### src/pixel_exposure_consts.svh
`ifndef PIXEL_EXPOSURE_CONSTS_SVH
`define PIXEL_EXPOSURE_CONSTS_SVH
`define ADDR_PIXEL_DATA 8'h08
`define ADDR_EXPOSURE_HIGH 8'h09
`define ADDR_EXPOSURE_LOW 8'h0a
`define ADDR_TYPE_COMPLEMENT 8'h11
`define EXPOSURE_RESET 16'h0100
`define EXPOSURE_CEILING 16'h306d
`define EXPOSURE_FLOOR 16'h0010
`define BRIGHT_HIGH 6'h3a
`define BRIGHT_LOW 6'h34
`define PIXELS_PER_COLUMN 5'h12
`define COLUMN_COUNT 5'h12
`define PIXEL_COUNT 9'h144
`define FIRST_PIXEL 9'h001
`define RESERVED_NIBBLE 4'hf
`define BIT_FRAME_START 7
`define BIT_DATA_VALID 6
`endif

### src/pixel_exposure_pkg.sv
package pixel_exposure_pkg;
  typedef struct packed {
    logic rd;
    logic wr;
    logic [7:0] addr;
    logic [7:0] wdata;
  } regReq_t;

  typedef struct packed {
    logic frameStart;
    logic dataValid;
    logic [5:0] value;
  } pixelWord_t;
endpackage : pixel_exposure_pkg

### src/exposure_stepper.sv
`timescale 1ns/100ps
`default_nettype none
`include "pixel_exposure_consts.svh"
module exposure_stepper #(
  parameter logic [15:0] CEILING = `EXPOSURE_CEILING,
  parameter logic [15:0] FLOOR = `EXPOSURE_FLOOR,
  parameter logic [5:0] HIGH = `BRIGHT_HIGH,
  parameter logic [5:0] LOW = `BRIGHT_LOW
) (
  input wire logic [15:0] count,
  input wire logic [5:0] brightest,
  output logic [15:0] nextCount
);
  wire logic [15:0] step;
  wire logic [16:0] upSum;
  wire logic [15:0] upCapped;
  wire logic [15:0] downDiff;
  wire logic [15:0] downHeld;
  wire logic tooBright;
  wire logic tooDark;

  // Never a zero step, or small counts would stall
  assign step = (count[15:4] == 12'h000) ? 16'h0001 : {4'h0, count[15:4]};
  assign upSum = {1'b0, count} + {1'b0, step};
  assign upCapped = (upSum > {1'b0, CEILING}) ? CEILING : upSum[15:0];
  assign downDiff = count - step;
  assign downHeld = (count < FLOOR + step) ? FLOOR : downDiff;
  assign tooBright = brightest > HIGH;
  assign tooDark = brightest < LOW;
  assign nextCount = tooBright ? downHeld : (tooDark ? upCapped : count);
endmodule : exposure_stepper
`default_nettype wire

### src/pixel_exposure_readout.sv
`timescale 1ns/100ps
`default_nettype none
`include "pixel_exposure_consts.svh"
module pixel_exposure_readout #(
  parameter logic [3:0] TYPE_CODE = 4'h5, // Arbitrary value
  parameter logic [15:0] CEILING = `EXPOSURE_CEILING
) (
  input wire logic mclk,
  input wire logic reset,
  input wire pixel_exposure_pkg::regReq_t req,
  output logic [7:0] rdData,
  output logic rdValid,
  input wire logic pixStrobe,
  input wire logic pixFirst,
  input wire logic [5:0] pixValue,
  output logic [15:0] exposureCount
);
  logic [4:0] row_ff;
  logic [4:0] col_ff;
  logic [5:0] frameMax_ff;
  logic [15:0] exposure_ff;
  logic [8:0] pointer_ff;
  logic armed_ff;
  pixel_exposure_pkg::pixelWord_t grab_ff;
  logic [7:0] lowSnap_ff;
  logic [7:0] rdData_ff;
  logic rdValid_ff;

  wire logic [4:0] rowHere;
  wire logic [4:0] colHere;
  wire logic [8:0] pixelNumber;
  wire logic lastPixel;
  wire logic [5:0] maxSoFar;
  wire logic [5:0] maxWithThis;
  wire logic [15:0] nxt_exposure;
  wire logic selPixel;
  wire logic selHigh;
  wire logic selLow;
  wire logic selType;
  wire logic pixelRead;
  wire logic pixelWrite;
  wire logic takeValid;
  wire logic grabNow;
  wire logic [8:0] nxt_pointer;
  wire logic [7:0] nxt_rdData;

  // A first-pixel strobe restarts numbering whatever went before
  assign rowHere = pixFirst ? 5'h00 : row_ff;
  assign colHere = pixFirst ? 5'h00 : col_ff;
  // Column-major numbering: 18 per column from the first corner
  assign pixelNumber = 9'(colHere) * 9'(`PIXELS_PER_COLUMN) + 9'(rowHere)
    + `FIRST_PIXEL;
  assign lastPixel = pixelNumber == `PIXEL_COUNT;
  assign maxSoFar = pixFirst ? 6'h00 : frameMax_ff;
  assign maxWithThis = (pixValue > maxSoFar) ? pixValue : maxSoFar;

  always_ff @(posedge mclk)
  begin
    if (reset)
    begin
      row_ff <= 5'h00;
      col_ff <= 5'h00;
      frameMax_ff <= 6'h00;
    end
    else if (pixStrobe)
    begin
      frameMax_ff <= maxWithThis;
      if (rowHere == `PIXELS_PER_COLUMN - 5'h01)
      begin
        row_ff <= 5'h00;
        col_ff <= (colHere == `COLUMN_COUNT - 5'h01) ? 5'h00
          : colHere + 5'h01;
      end
      else
      begin
        row_ff <= rowHere + 5'h01;
        col_ff <= colHere;
      end
    end
  end

  exposure_stepper #(
    .CEILING(CEILING),
    .FLOOR(`EXPOSURE_FLOOR),
    .HIGH(`BRIGHT_HIGH),
    .LOW(`BRIGHT_LOW)
  ) stepper (
    .count(exposure_ff),
    .brightest(maxWithThis),
    .nextCount(nxt_exposure)
  );

  // Loop acts once per frame, on the last pixel's strobe
  always_ff @(posedge mclk)
  begin
    if (reset)
      exposure_ff <= `EXPOSURE_RESET;
    else if (pixStrobe && lastPixel)
      exposure_ff <= nxt_exposure;
  end
  assign exposureCount = exposure_ff;

  assign selPixel = req.addr == `ADDR_PIXEL_DATA;
  assign selHigh = req.addr == `ADDR_EXPOSURE_HIGH;
  assign selLow = req.addr == `ADDR_EXPOSURE_LOW;
  assign selType = req.addr == `ADDR_TYPE_COMPLEMENT;
  assign pixelRead = req.rd && selPixel;
  assign pixelWrite = req.wr && selPixel;
  // Only a read that delivered valid data moves to the next pixel
  assign takeValid = pixelRead && grab_ff.dataValid;
  assign nxt_pointer = (pointer_ff == `PIXEL_COUNT) ? `FIRST_PIXEL
    : pointer_ff + 9'h001;
  // Armed pixel is caught from the next frame that passes it
  assign grabNow = armed_ff && pixStrobe && pixelNumber == pointer_ff;

  always_ff @(posedge mclk)
  begin
    if (reset)
    begin
      pointer_ff <= `FIRST_PIXEL;
      armed_ff <= 1'b1;
      grab_ff <= '0;
    end
    else if (pixelWrite)
    begin
      pointer_ff <= `FIRST_PIXEL;
      armed_ff <= 1'b1;
      grab_ff <= '0;
    end
    else if (takeValid)
    begin
      pointer_ff <= nxt_pointer;
      armed_ff <= 1'b1;
      grab_ff <= '0;
    end
    else if (grabNow)
    begin
      armed_ff <= 1'b0;
      grab_ff.frameStart <= pointer_ff == `FIRST_PIXEL;
      grab_ff.dataValid <= 1'b1;
      grab_ff.value <= pixValue;
    end
  end

  // Low byte answers from the snapshot so the pair stays coherent
  always_ff @(posedge mclk)
  begin
    if (reset)
      lowSnap_ff <= 8'(`EXPOSURE_RESET & 16'h00ff);
    else if (req.rd && selHigh)
      lowSnap_ff <= exposure_ff[7:0];
  end

  assign nxt_rdData = selPixel ? grab_ff
    : selHigh ? exposure_ff[15:8]
    : selLow ? lowSnap_ff
    : selType ? {`RESERVED_NIBBLE, ~TYPE_CODE}
    : 8'h00;

  always_ff @(posedge mclk)
  begin
    if (reset)
    begin
      rdData_ff <= 8'h00;
      rdValid_ff <= 1'b0;
    end
    else
    begin
      rdValid_ff <= req.rd;
      if (req.rd)
        rdData_ff <= nxt_rdData;
    end
  end
  assign rdData = rdData_ff;
  assign rdValid = rdValid_ff;
endmodule : pixel_exposure_readout
`default_nettype wire

### config.mk
export PLATFORM = sky130hd
export DESIGN_NAME = pixel_exposure_readout
export DESIGN_NICKNAME = d
export VERILOG_FILES = /design/src/pixel_exposure_pkg.sv /design/src/exposure_stepper.sv /design/src/pixel_exposure_readout.sv
export VERILOG_INCLUDE_DIRS = /design/src
export SDC_FILE = /design/constraint.sdc
export NUM_CORES = 1
export LEC_CHECK = 0
export ABC_AREA = 1
export BUFFER_PORTS_ARGS = -buffer_cell sky130_fd_sc_hd__buf_2
export CORE_MARGIN = 2
export CORE_UTILIZATION = 25
export CTS_CLUSTER_DIAMETER = 100
export DETAILED_ROUTE_END_ITERATION = 8
export GPL_ROUTABILITY_DRIVEN = 0
export SYNTH_ARGS = -nofsm -noshare
export SYNTH_HDL_FRONTEND = slang
export SYNTH_HIERARCHICAL = 1
export SYNTH_SLANG_ARGS = --single-unit
### constraint.sdc
create_clock -name mclk -period 3.2 [get_ports mclk]
set_input_delay 0.32 -clock mclk [delete_from_list [all_inputs] [get_ports mclk]]
set_output_delay 0.32 -clock mclk [all_outputs]
set_load 0.1 [all_outputs]
==> flow_metrics.py, run 1 <==
metrics = {
    "status": {
        "status": "complete, but fails checks",
        "violations": "setup timing",
    },
    "yosys": {
        "synth_top_area_frac": 0.208,
        "synthCells": 1044,
        "synth_top_cell_by_area": "dfxtp_1",
        "syn_avg_cell_area_um2": 6.19,
        "synth.area.top_cells": "dfxtp_1 21%, nand2_1 15%, ha_1 9.5%",
        "synth_fp_nets": 1123,
        "yosys_warnings": 6,
        "synth-seq-cells": 67,
        "mappedNetlistArea_mm2": 0.00646,
        "synth_cell_types": 51,
        "synth_edf_count": 0,
        "synthFlopType": "dfxtp_1",
        "async_flop_share": 0,
        "ys_seq_area_frac": 0.208,
    },
    "routing": {
        "ant_nets": 0,
        "vias": 6906,
        "first_pass_iters": 5,
        "drc_errors": 0,
        "wl_mm": 19.4,
        "wire_per_inst_um": 13.1,
        "via_per_inst": 4.68,
        "drt_iter0_drc": 443,
    },
    "placement": {
        "place_inst": 1453,
        "port-buffer-count": 44,
        "place_area_mm2": 0.00747,
        "pre_cts_ws_ns": -0.0847,
        "post-dp-hpwl_mm": 14.9,
    },
    "floorplanning": {
        "die_w_um": 165,
        "floorplan.initialDensity": 0.256,
        "num_rows": 58,
        "die-height_um": 165,
        "io-pin-count": 53,
        "core_mm2": 0.0253,
        "die-area_mm2": 0.0271,
    },
    "layout": {
        "drive_gt1_frac": 0.233,
        "finalInstanceArea_mm2": 0.00820,
        "num_antenna_cells": 0,
        "stdcell_count": 1477,
        "areaGrowthSynthToFinish_pct": 26.9,
        "nNetsFinal": 1221,
    },
    "sta": {
        "layout_min_cycle_time_ns": 3.26,
        "setup_viol": 8,
        "hold_ws_ns": 0.264,
        "fmaxAchievable_mhz": 306,
        "worst_pin_slew_ns": 0.504,
        "max_slew_margin": 0.662,
        "finalCritPeriodShare": 1.02,
        "slew_violations": 0,
        "rsz0062_at_grt": "true",
        "finalHoldViolCount": 0,
        "finClkSkew_ns": 0.00788,
        "fin_ws_ns": -0.0631,
    },
    "clocking": {
        "cts_tree": "done",
        "holdBufCountCts": 0,
        "htree_levels": 3,
        "clock_path_buffers": 2,
        "cts_sinks": 67,
        "root_buffer": "clkbuf_16",
        "worstSkewPairLatency_ns": 0.34,
        "numCtsBuffers": 9,
        "path_clk_slew_ns": 0.06,
    },
    "worst_setup_path": {
        "start_kind": "flip-flop",
        "worst-path-max-fanout": 4,
        "cp.required_ns": 3.43,
        "cp_common_cell": "nand2_2",
        "critPathKind": "flip-flop to flip-flop",
        "crit_path_max_incr_delay_ns": 0.35,
        "arrival_ns": 3.49,
        "cpMaxStageDelayCell": "dfxtp_4",
        "end_kind": "flip-flop",
    },
    "global_routing": {
        "top_usage_layer": "met2",
        "grt_max_degree": 28,
        "grtUsageTotal": 0.142,
        "use_met3": 0.0221,
        "antenna_found_initial": 0,
        "gr-total-overflow": 0,
        "gr-usage-met1": 0.188,
        "grt_pass1_vias": 6235,
        "grt_pass1_wl_mm": 30.9,
        "grt_util_met2": 0.239,
    },
    "flow_run": {
        "drv_cap": 0,
    },
    "power": {
        "power_mw": 2.37,
        "power_density_mw_per_mm2": 290,
        "ir_drop_uv": 256,
        "power_leakage_nw": 3.89,
    },
    "min_path": {
        "min-delay-path-class": "primary input to flip-flop",
    },
}
[final timing paths]
kind / start / slack [ns] / endpoint / depth (start not counted)
max: exposureCount[9] / -0.06 / exposureCount[11] / 25
min: pixValue[0] / 0.26 / grab_ff[0] / 3
max reg2reg: exposureCount[9] / -0.06 / exposureCount[11] / 25
min reg2reg: armed_ff / 0.46 / armed_ff / 2
[cell type report]
class,count,area (um^2)
fillers,2767,17100
flip-flops and latches,67,1370
well taps,330,413
clock buffers,10,229
clock inverters,6,113
repair buffers,121,811
inverters,141,542
multi-input cells,802,4720
[critical path: cells and delay by family, from the launching register on]
family / cells / cell delay [ns]
adder cells (fa/ha/maj): 2 / 0.45
flip-flops: 1 / 0.35
buffers and inverters: 3 / 0.25
XOR/XNOR: 1 / 0.14
AO/OA/AOI/OAI: 3 / 0.53
AND/OR/NAND/NOR: 16 / 1.45
[power by group]
group	total (mW)	switching [mW]	internal [mW]	leakage (nW)
combinational	0.354	0.223	0.131	3.17
sequential	0.872	0.0154	0.856	0.552
clock	1.15	0.385	0.764	0.167
[state kept, by name (all words and copies together), names as in the netlist]
register,flops
exposureCount,16
pointer_ff,9
grab_ff,8
lowSnap_ff,8
rdData,8
frameMax_ff,6
col_ff,5
row_ff,5
armed_ff,1
rdValid,1
[cell families (layout without fill, tap and decap cells)]
group                      Yosys count  after routing  share of synthesized area
AOI/OAI and AO/OA                  156            156                      0.138
xor gates and xnor gates            24             24                     0.0347
adders and majority gates           51             51                      0.101
buffers and inverters              176            278                      0.113
DFF                                 67             67                      0.208
and+or+nand+nor                    570            571                      0.406
[metrics by stage]
stage | setup TNS (ns) | util
2_1_floorplan | -0.0577 | -
3_3_place_gp | -0.145 | 0.296
3_5_place_dp | -0.369 | 0.296
4_1_cts | -0.0297 | 0.310
5_1_grt | -2.99 | 0.325
6_report | -0.352 | 0.325
[synthesized netlist by cell type, drive strengths merged (10+ instances only)]
master	count
a21oi	77
buf	14
clkbuf	21
dfxtp	67
ha	49
inv	135
nand2	282
nand3	95
nand3b	18
nand4	10
nor2	135
nor3	25
o21ai	49
xor2	19
[timing repair]
action                                  4_1_cts  5_1_grt
pin swaps                                     1       28
gates cloned                                  0        1
gates resized for setup                       3       79
buffers inserted                              0        8
endpoints found under the setup margin        9       16
[placed cells by master (no fill, tap or decap), types with 4 or more instances in the layout]
cell type	instances
nand2_2	34
a31oi_1	4
nand2_1	239
o21bai_1	6
dfxtp_4	6
nor3_2	4
nand4_1	10
nand3b_1	18
o21ai_2	4
o21ai_0	43
clkbuf_16	9
dfxtp_1	55
buf_2	44
nor2_4	14
a21oi_2	5
inv_1	123
buf_4	76
dfxtp_2	6
nor2_1	112
xnor2_1	4
nor2_2	9
inv_2	8
nand3_2	9
ha_1	43
nor3_1	20
nand2_4	8
nand3_4	4
ha_4	6
a21oi_1	71
xor2_1	19
nand3_1	82
o211ai_1	4
clkinv_1	6
[layer usage]
layer  up-vias  part of all wire
li1       3576                 -
met1      3126              0.47
met2       178              0.47
met3        26             0.048
met4         0             0.016
met5         -                 0
(Power assumes the default switching activity.)
==> inputs of run 2 (changes only) <==
==> constraint.sdc (replaced) <==
create_clock -name mclk -period 3.05 [get_ports mclk]
set_input_delay 0.305 -clock mclk [delete_from_list [all_inputs] [get_ports mclk]]
set_output_delay 0.305 -clock mclk [all_outputs]
set_load 0.1 [all_outputs]
==> flow_metrics.py, run 2 (synthesized netlist as in run 1, its figures left out) <==
metrics = {
    "power": {
        "power_leakage_nw": 3.99,
        "power_mw": 2.37,
        "power_density_mw_per_mm2": 283,
        "ir_drop_uv": 203,
    },
    "layout": {
        "largest_reg_flops": 16,
        "drive_gt1_frac": 0.255,
        "layout_commonest_cell": "nand2_1",
        "areaGrowthSynthToFinish_pct": 29.8,
        "nNetsFinal": 1243,
        "layout_common_cells": "235 x nand2_1, 125 x inv_1, 113 x nor2_1",
        "num_antenna_cells": 0,
    },
    "min_path": {
        "hold_depth": 3,
        "min-delay-path-class": "primary input to flip-flop",
    },
    "global_routing": {
        "grt_pass1_vias": 6497,
        "grt_pass1_wl_mm": 32.0,
        "top_usage_layer": "met2",
        "antenna_found_initial": 0,
        "gr-total-overflow": 0,
        "grt_util_met2": 0.256,
        "grt_max_degree": 28,
        "use_met3": 0.0229,
        "gr-usage-met1": 0.192,
        "grtUsageTotal": 0.147,
    },
    "clocking": {
        "path_clk_slew_ns": 0.06,
        "cts_sinks": 67,
        "root_buffer": "clkbuf_16",
        "cts_tree": "done",
        "clock_path_buffers": 2,
        "htree_levels": 3,
        "numCtsBuffers": 9,
        "worstSkewPairLatency_ns": 0.34,
    },
    "placement": {
        "port-buffer-count": 44,
        "post-dp-hpwl_mm": 15.1,
    },
    "worst_setup_path": {
        "rr_worst_depth": 26,
        "end_kind": "flip-flop",
        "cp.required_ns": 3.28,
        "start_kind": "flip-flop",
        "worst-path-max-fanout": 7,
        "critPathKind": "flip-flop to flip-flop",
        "arrival_ns": 3.37,
    },
    "floorplanning": {
        "io-pin-count": 53,
        "floorplan.initialDensity": 0.256,
        "die_w_um": 165,
        "core_mm2": 0.0253,
        "die-height_um": 165,
        "num_rows": 58,
        "die-area_mm2": 0.0271,
    },
    "sta": {
        "fmaxAchievable_mhz": 318,
        "finClkSkew_ns": 0.0142,
        "tns_ns": -0.170,
        "max_slew_margin": 0.646,
        "layout_min_cycle_time_ns": 3.14,
        "slew_violations": 0,
        "fin_ws_ns": -0.0912,
        "worst_pin_slew_ns": 0.527,
        "setup_viol": 7,
        "finalHoldViolCount": 0,
        "finalCritPeriodShare": 1.03,
        "rsz0062_at_grt": "true",
    },
    "routing": {
        "vias": 6938,
        "via_per_inst": 4.63,
        "ant_nets": 0,
        "drc_errors": 0,
        "first_pass_iters": 7,
        "wire_per_inst_um": 13.2,
        "wl_mm": 19.8,
        "drt_iter0_drc": 464,
    },
    "flow_run": {
        "drv_cap": 0,
    },
    "status": {
        "status": "complete, but fails checks",
        "violations": "setup timing",
    },
}
-- run 2: critical path: stages (launching register included) --
cell      delay (ns)
dfxtp_4         0.36
inv_4           0.04
ha_4            0.14
nand2_2         0.04
nor3_1          0.04
nand4_1         0.13
buf_4           0.16
nand2_4         0.07
ha_4            0.17
fa_2            0.38
buf_6           0.14
xor2_1          0.16
nor2_1          0.14
nand3_1         0.10
nand2_1         0.06
nand2_1         0.05
nor2_1          0.10
nor2_1          0.06
nand2_1         0.10
nand2_4         0.11
nand2_8         0.12
inv_2           0.03
nand2_1         0.04
nand2_1         0.05
nand3b_1        0.15
nand2_1         0.07
nor2_1          0.04
-- run 2: routing by layer --
metal / vias up / part of all wire
met4: 0 / 0.0079
li1: 3619 / -
met2: 141 / 0.48
met5: - / 0
met1: 3165 / 0.47
met3: 13 / 0.046
-- run 2: per-stage QoR --
stage                     instances  cell area, um^2  hold WS (ns)  utilization  setup WS [ns]
after global placement         1466             7610         0.437        0.301         -0.111
final                          1499             8390         0.271        0.332        -0.0912
after CTS                      1488             8090         0.258        0.320        -0.0167
after detailed placement       1466             7610         0.450        0.301         -0.176
after floorplan                1044             6510         0.420            -         -0.164
after global routing           1499             8390         0.277        0.332         -0.219
-- run 2: worst paths after layout --
path                                  startpoint                to  slack (ns)
worst max-delay path            exposureCount[8]  exposureCount[9]       -0.09
worst min-delay path                 pixValue[4]        grab_ff[4]        0.27
worst max register to register  exposureCount[8]  exposureCount[9]       -0.09
worst min register to register          armed_ff          armed_ff        0.46
-- run 2: final cells by class --
class | instances | area, um^2
Sequential cell | 67 | 1370
Multi-Input combinational cell | 802 | 4720
Clock inverter | 7 | 82.6
Timing Repair inverter | 1 | 8.76
Clock buffer | 9 | 225
Timing Repair Buffer | 142 | 1020
Fill cell | 2703 | 16900
Inverter | 141 | 544
Tap cell | 330 | 413
-- run 2: power breakdown --
part | switching [mW] | internal (mW) | total (mW)
clock network | 0.435 | 0.646 | 1.08
registers | 0.0164 | 0.898 | 0.915
logic | 0.238 | 0.140 | 0.378
total | 0.689 | 1.68 | 2.37
-- run 2: timing repair --
| action | 4_1_cts | 5_1_grt |
|---|---|---|
| endpoints found under the hold margin | 0 | 0 |
| resized for setup | 30 | 59 |
| hold buffers | 0 | 0 |
| setup endpoints to repair | 15 | 16 |
| cloned | 1 | 1 |
| pin swaps | 5 | 22 |
| setup buffers | 5 | 10 |
==> inputs of run 3 (changes only) <==
==> constraint.sdc (replaced) <==
create_clock -name mclk -period 3.7 [get_ports mclk]
set_input_delay 0.37 -clock mclk [delete_from_list [all_inputs] [get_ports mclk]]
set_output_delay 0.37 -clock mclk [all_outputs]
set_load 0.1 [all_outputs]
==> flow_metrics.py, run 3 (synthesized netlist as in run 1, its figures left out) <==
metrics = {
    "status": {
        "status": "finished clean",
    },
    "clocking": {
        "cts_tree": "done",
        "clock_path_buffers": 2,
        "numCtsBuffers": 9,
        "worstSkewPairLatency_ns": 0.34,
        "path_clk_slew_ns": 0.06,
        "htree_levels": 3,
        "cts_sinks": 67,
        "root_buffer": "clkbuf_16",
    },
    "sta": {
        "setup_viol": 0,
        "slew_violations": 0,
        "finalHoldViolCount": 0,
        "finalCritPeriodShare": 0.953,
        "hold_ws_ns": 0.319,
        "worst_pin_slew_ns": 0.816,
        "max_slew_margin": 0.453,
        "finClkSkew_ns": 0.00868,
        "fmaxAchievable_mhz": 284,
        "fin_ws_ns": 0.174,
        "tns_ns": 0,
        "layout_min_cycle_time_ns": 3.53,
    },
    "layout": {
        "utilization": 0.293,
        "num_antenna_cells": 0,
        "layout_commonest_cell": "nand2_1",
        "nNetsFinal": 1164,
        "drive_gt1_frac": 0.141,
        "finalInstanceArea_mm2": 0.00740,
        "largest_reg_flops": 16,
        "layout_common_cells": "257 x nand2_1, 129 x inv_1, 120 x nor2_1",
        "stdcell_count": 1420,
        "areaGrowthSynthToFinish_pct": 14.5,
    },
    "worst_setup_path": {
        "r2r-end": "exposureCount[1]",
        "cpMaxStageDelayCell": "fa_1",
        "path_cells": "inv_1 -> ha_1 -> nand2_1 -> nor3_1 -> nand4_1 -> buf_4 -> nand2_1 -> ha_1 -> inv_1 -> fa_1 -> nand3_1 -> nand2_1 -> nand4_1 -> o211ai_1 -> nand2_1 -> nand2_1 -> nand2_4 -> inv_2 -> nand2_1 -> nand2_1 -> o21bai_2 -> nand3b_1 -> nand2_1 -> nor2_1",
        "end_kind": "flip-flop",
        "worst-path-max-fanout": 9,
        "startpoint": "exposureCount[9]",
        "critical_path_buf_inv_count": 4,
        "rr_worst_depth": 24,
        "arrival_ns": 3.75,
        "crit_path_max_incr_delay_ns": 0.40,
        "path_delay_family": "simple AND/OR/NAND/NOR gates",
        "start_kind": "flip-flop",
        "cp_common_cell": "nand2_1",
        "cp.required_ns": 3.93,
        "critPathKind": "flip-flop to flip-flop",
        "reg2reg_slack_ns": 0.17,
        "r2r_start": "exposureCount[9]",
    },
    "routing": {
        "drt_iter0_drc": 377,
        "wl_mm": 18.2,
        "drc_errors": 0,
        "vias": 6603,
        "ant_nets": 0,
        "first_pass_iters": 5,
        "via_per_inst": 4.65,
        "wire_per_inst_um": 12.8,
    },
    "flow_run": {
        "drv_cap": 0,
    },
    "floorplanning": {
        "num_rows": 58,
        "floorplan.initialDensity": 0.256,
        "die-area_mm2": 0.0271,
        "io-pin-count": 53,
        "core_mm2": 0.0253,
        "die-height_um": 165,
        "die_w_um": 165,
    },
    "min_path": {
        "hold_depth": 3,
        "whs_endpoint": "grab_ff[0]",
        "worstHoldStart": "pixValue[0]",
        "min-delay-path-class": "primary input to flip-flop",
    },
    "power": {
        "power_leakage_nw": 3.55,
        "power_mw": 1.91,
        "ir_drop_uv": 221,
        "power_density_mw_per_mm2": 259,
    },
    "global_routing": {
        "antenna_found_initial": 0,
        "grt_max_degree": 29,
        "grt_pass1_wl_mm": 29.2,
        "grt_pass1_vias": 5862,
        "gr-total-overflow": 0,
        "grtUsageTotal": 0.135,
    },
    "placement": {
        "place_area_mm2": 0.00706,
        "place_inst": 1402,
        "post-dp-hpwl_mm": 14.3,
        "pre_cts_ws_ns": 0.0625,
        "port-buffer-count": 44,
    },
}
==> run 3: changes by cell type in the layout (fill, tap and decap cells not counted), moves of 5 or more <==
cell / change
buf_4: -67
buf_6: -7
dfxtp_1: +6
dfxtp_4: -6
ha_1: +8
ha_4: -6
nand2_1: +22
nand2_2: -18
nand3_1: +10
nand3_2: -9
nor2_1: +7
nor2_4: -5
==> run 3: final cells by class <==
| class | instances | area [um^2] |
|---|---|---|
| clock buffer | 9 | 225 |
| clock inverter | 7 | 85.1 |
| fill | 2792 | 17900 |
| inverter | 141 | 532 |
| multi-input combinational | 801 | 4420 |
| sequential | 67 | 1350 |
| tap | 330 | 413 |
| timing repair buffer | 65 | 378 |
==> run 3: worst max path at each step <==
stage | to | slack, ns | depth (start not counted)
finish | exposureCount[1] | 0.17 | 24
global route | exposureCount[1] | -0.009 | 24
CTS | exposureCount[1] | 0.05 | 25
detailed placement | exposureCount[1] | 0.06 | 25
global placement | exposureCount[1] | 0.11 | 25
floorplan | exposureCount[1] | 0.06 | 22
==> run 3: metal layers <==
metal / wire length, um / part of all wire / vias up / GRT usage
met2: 8170 / 0.45 / 157 / 0.223
met4: 335 / 0.018 / 0 / 0.0399
met1: 8730 / 0.48 / 2961 / 0.179
met3: 967 / 0.053 / 21 / 0.0239
li1: - / - / 3464 / -
met5: 0 / 0 / - / 0
==> run 3: where the power goes <==
part | switching (mW) | internal (mW)
combinational | 0.178 | 0.0826
sequential | 0.0134 | 0.745
clock | 0.360 | 0.535
total | 0.552 | 1.36
==> run 3: repair_timing <==
item	4_1_cts	5_1_grt
hold buffers	0	0
resized for setup	0	5
endpoints found under the setup margin	0	12
buffers inserted	0	2
==> run 3: tightest hold or removal path: stages <==
cell	delay, ns
buf_2	0.12
nor2_1	0.05
nor2_1	0.08
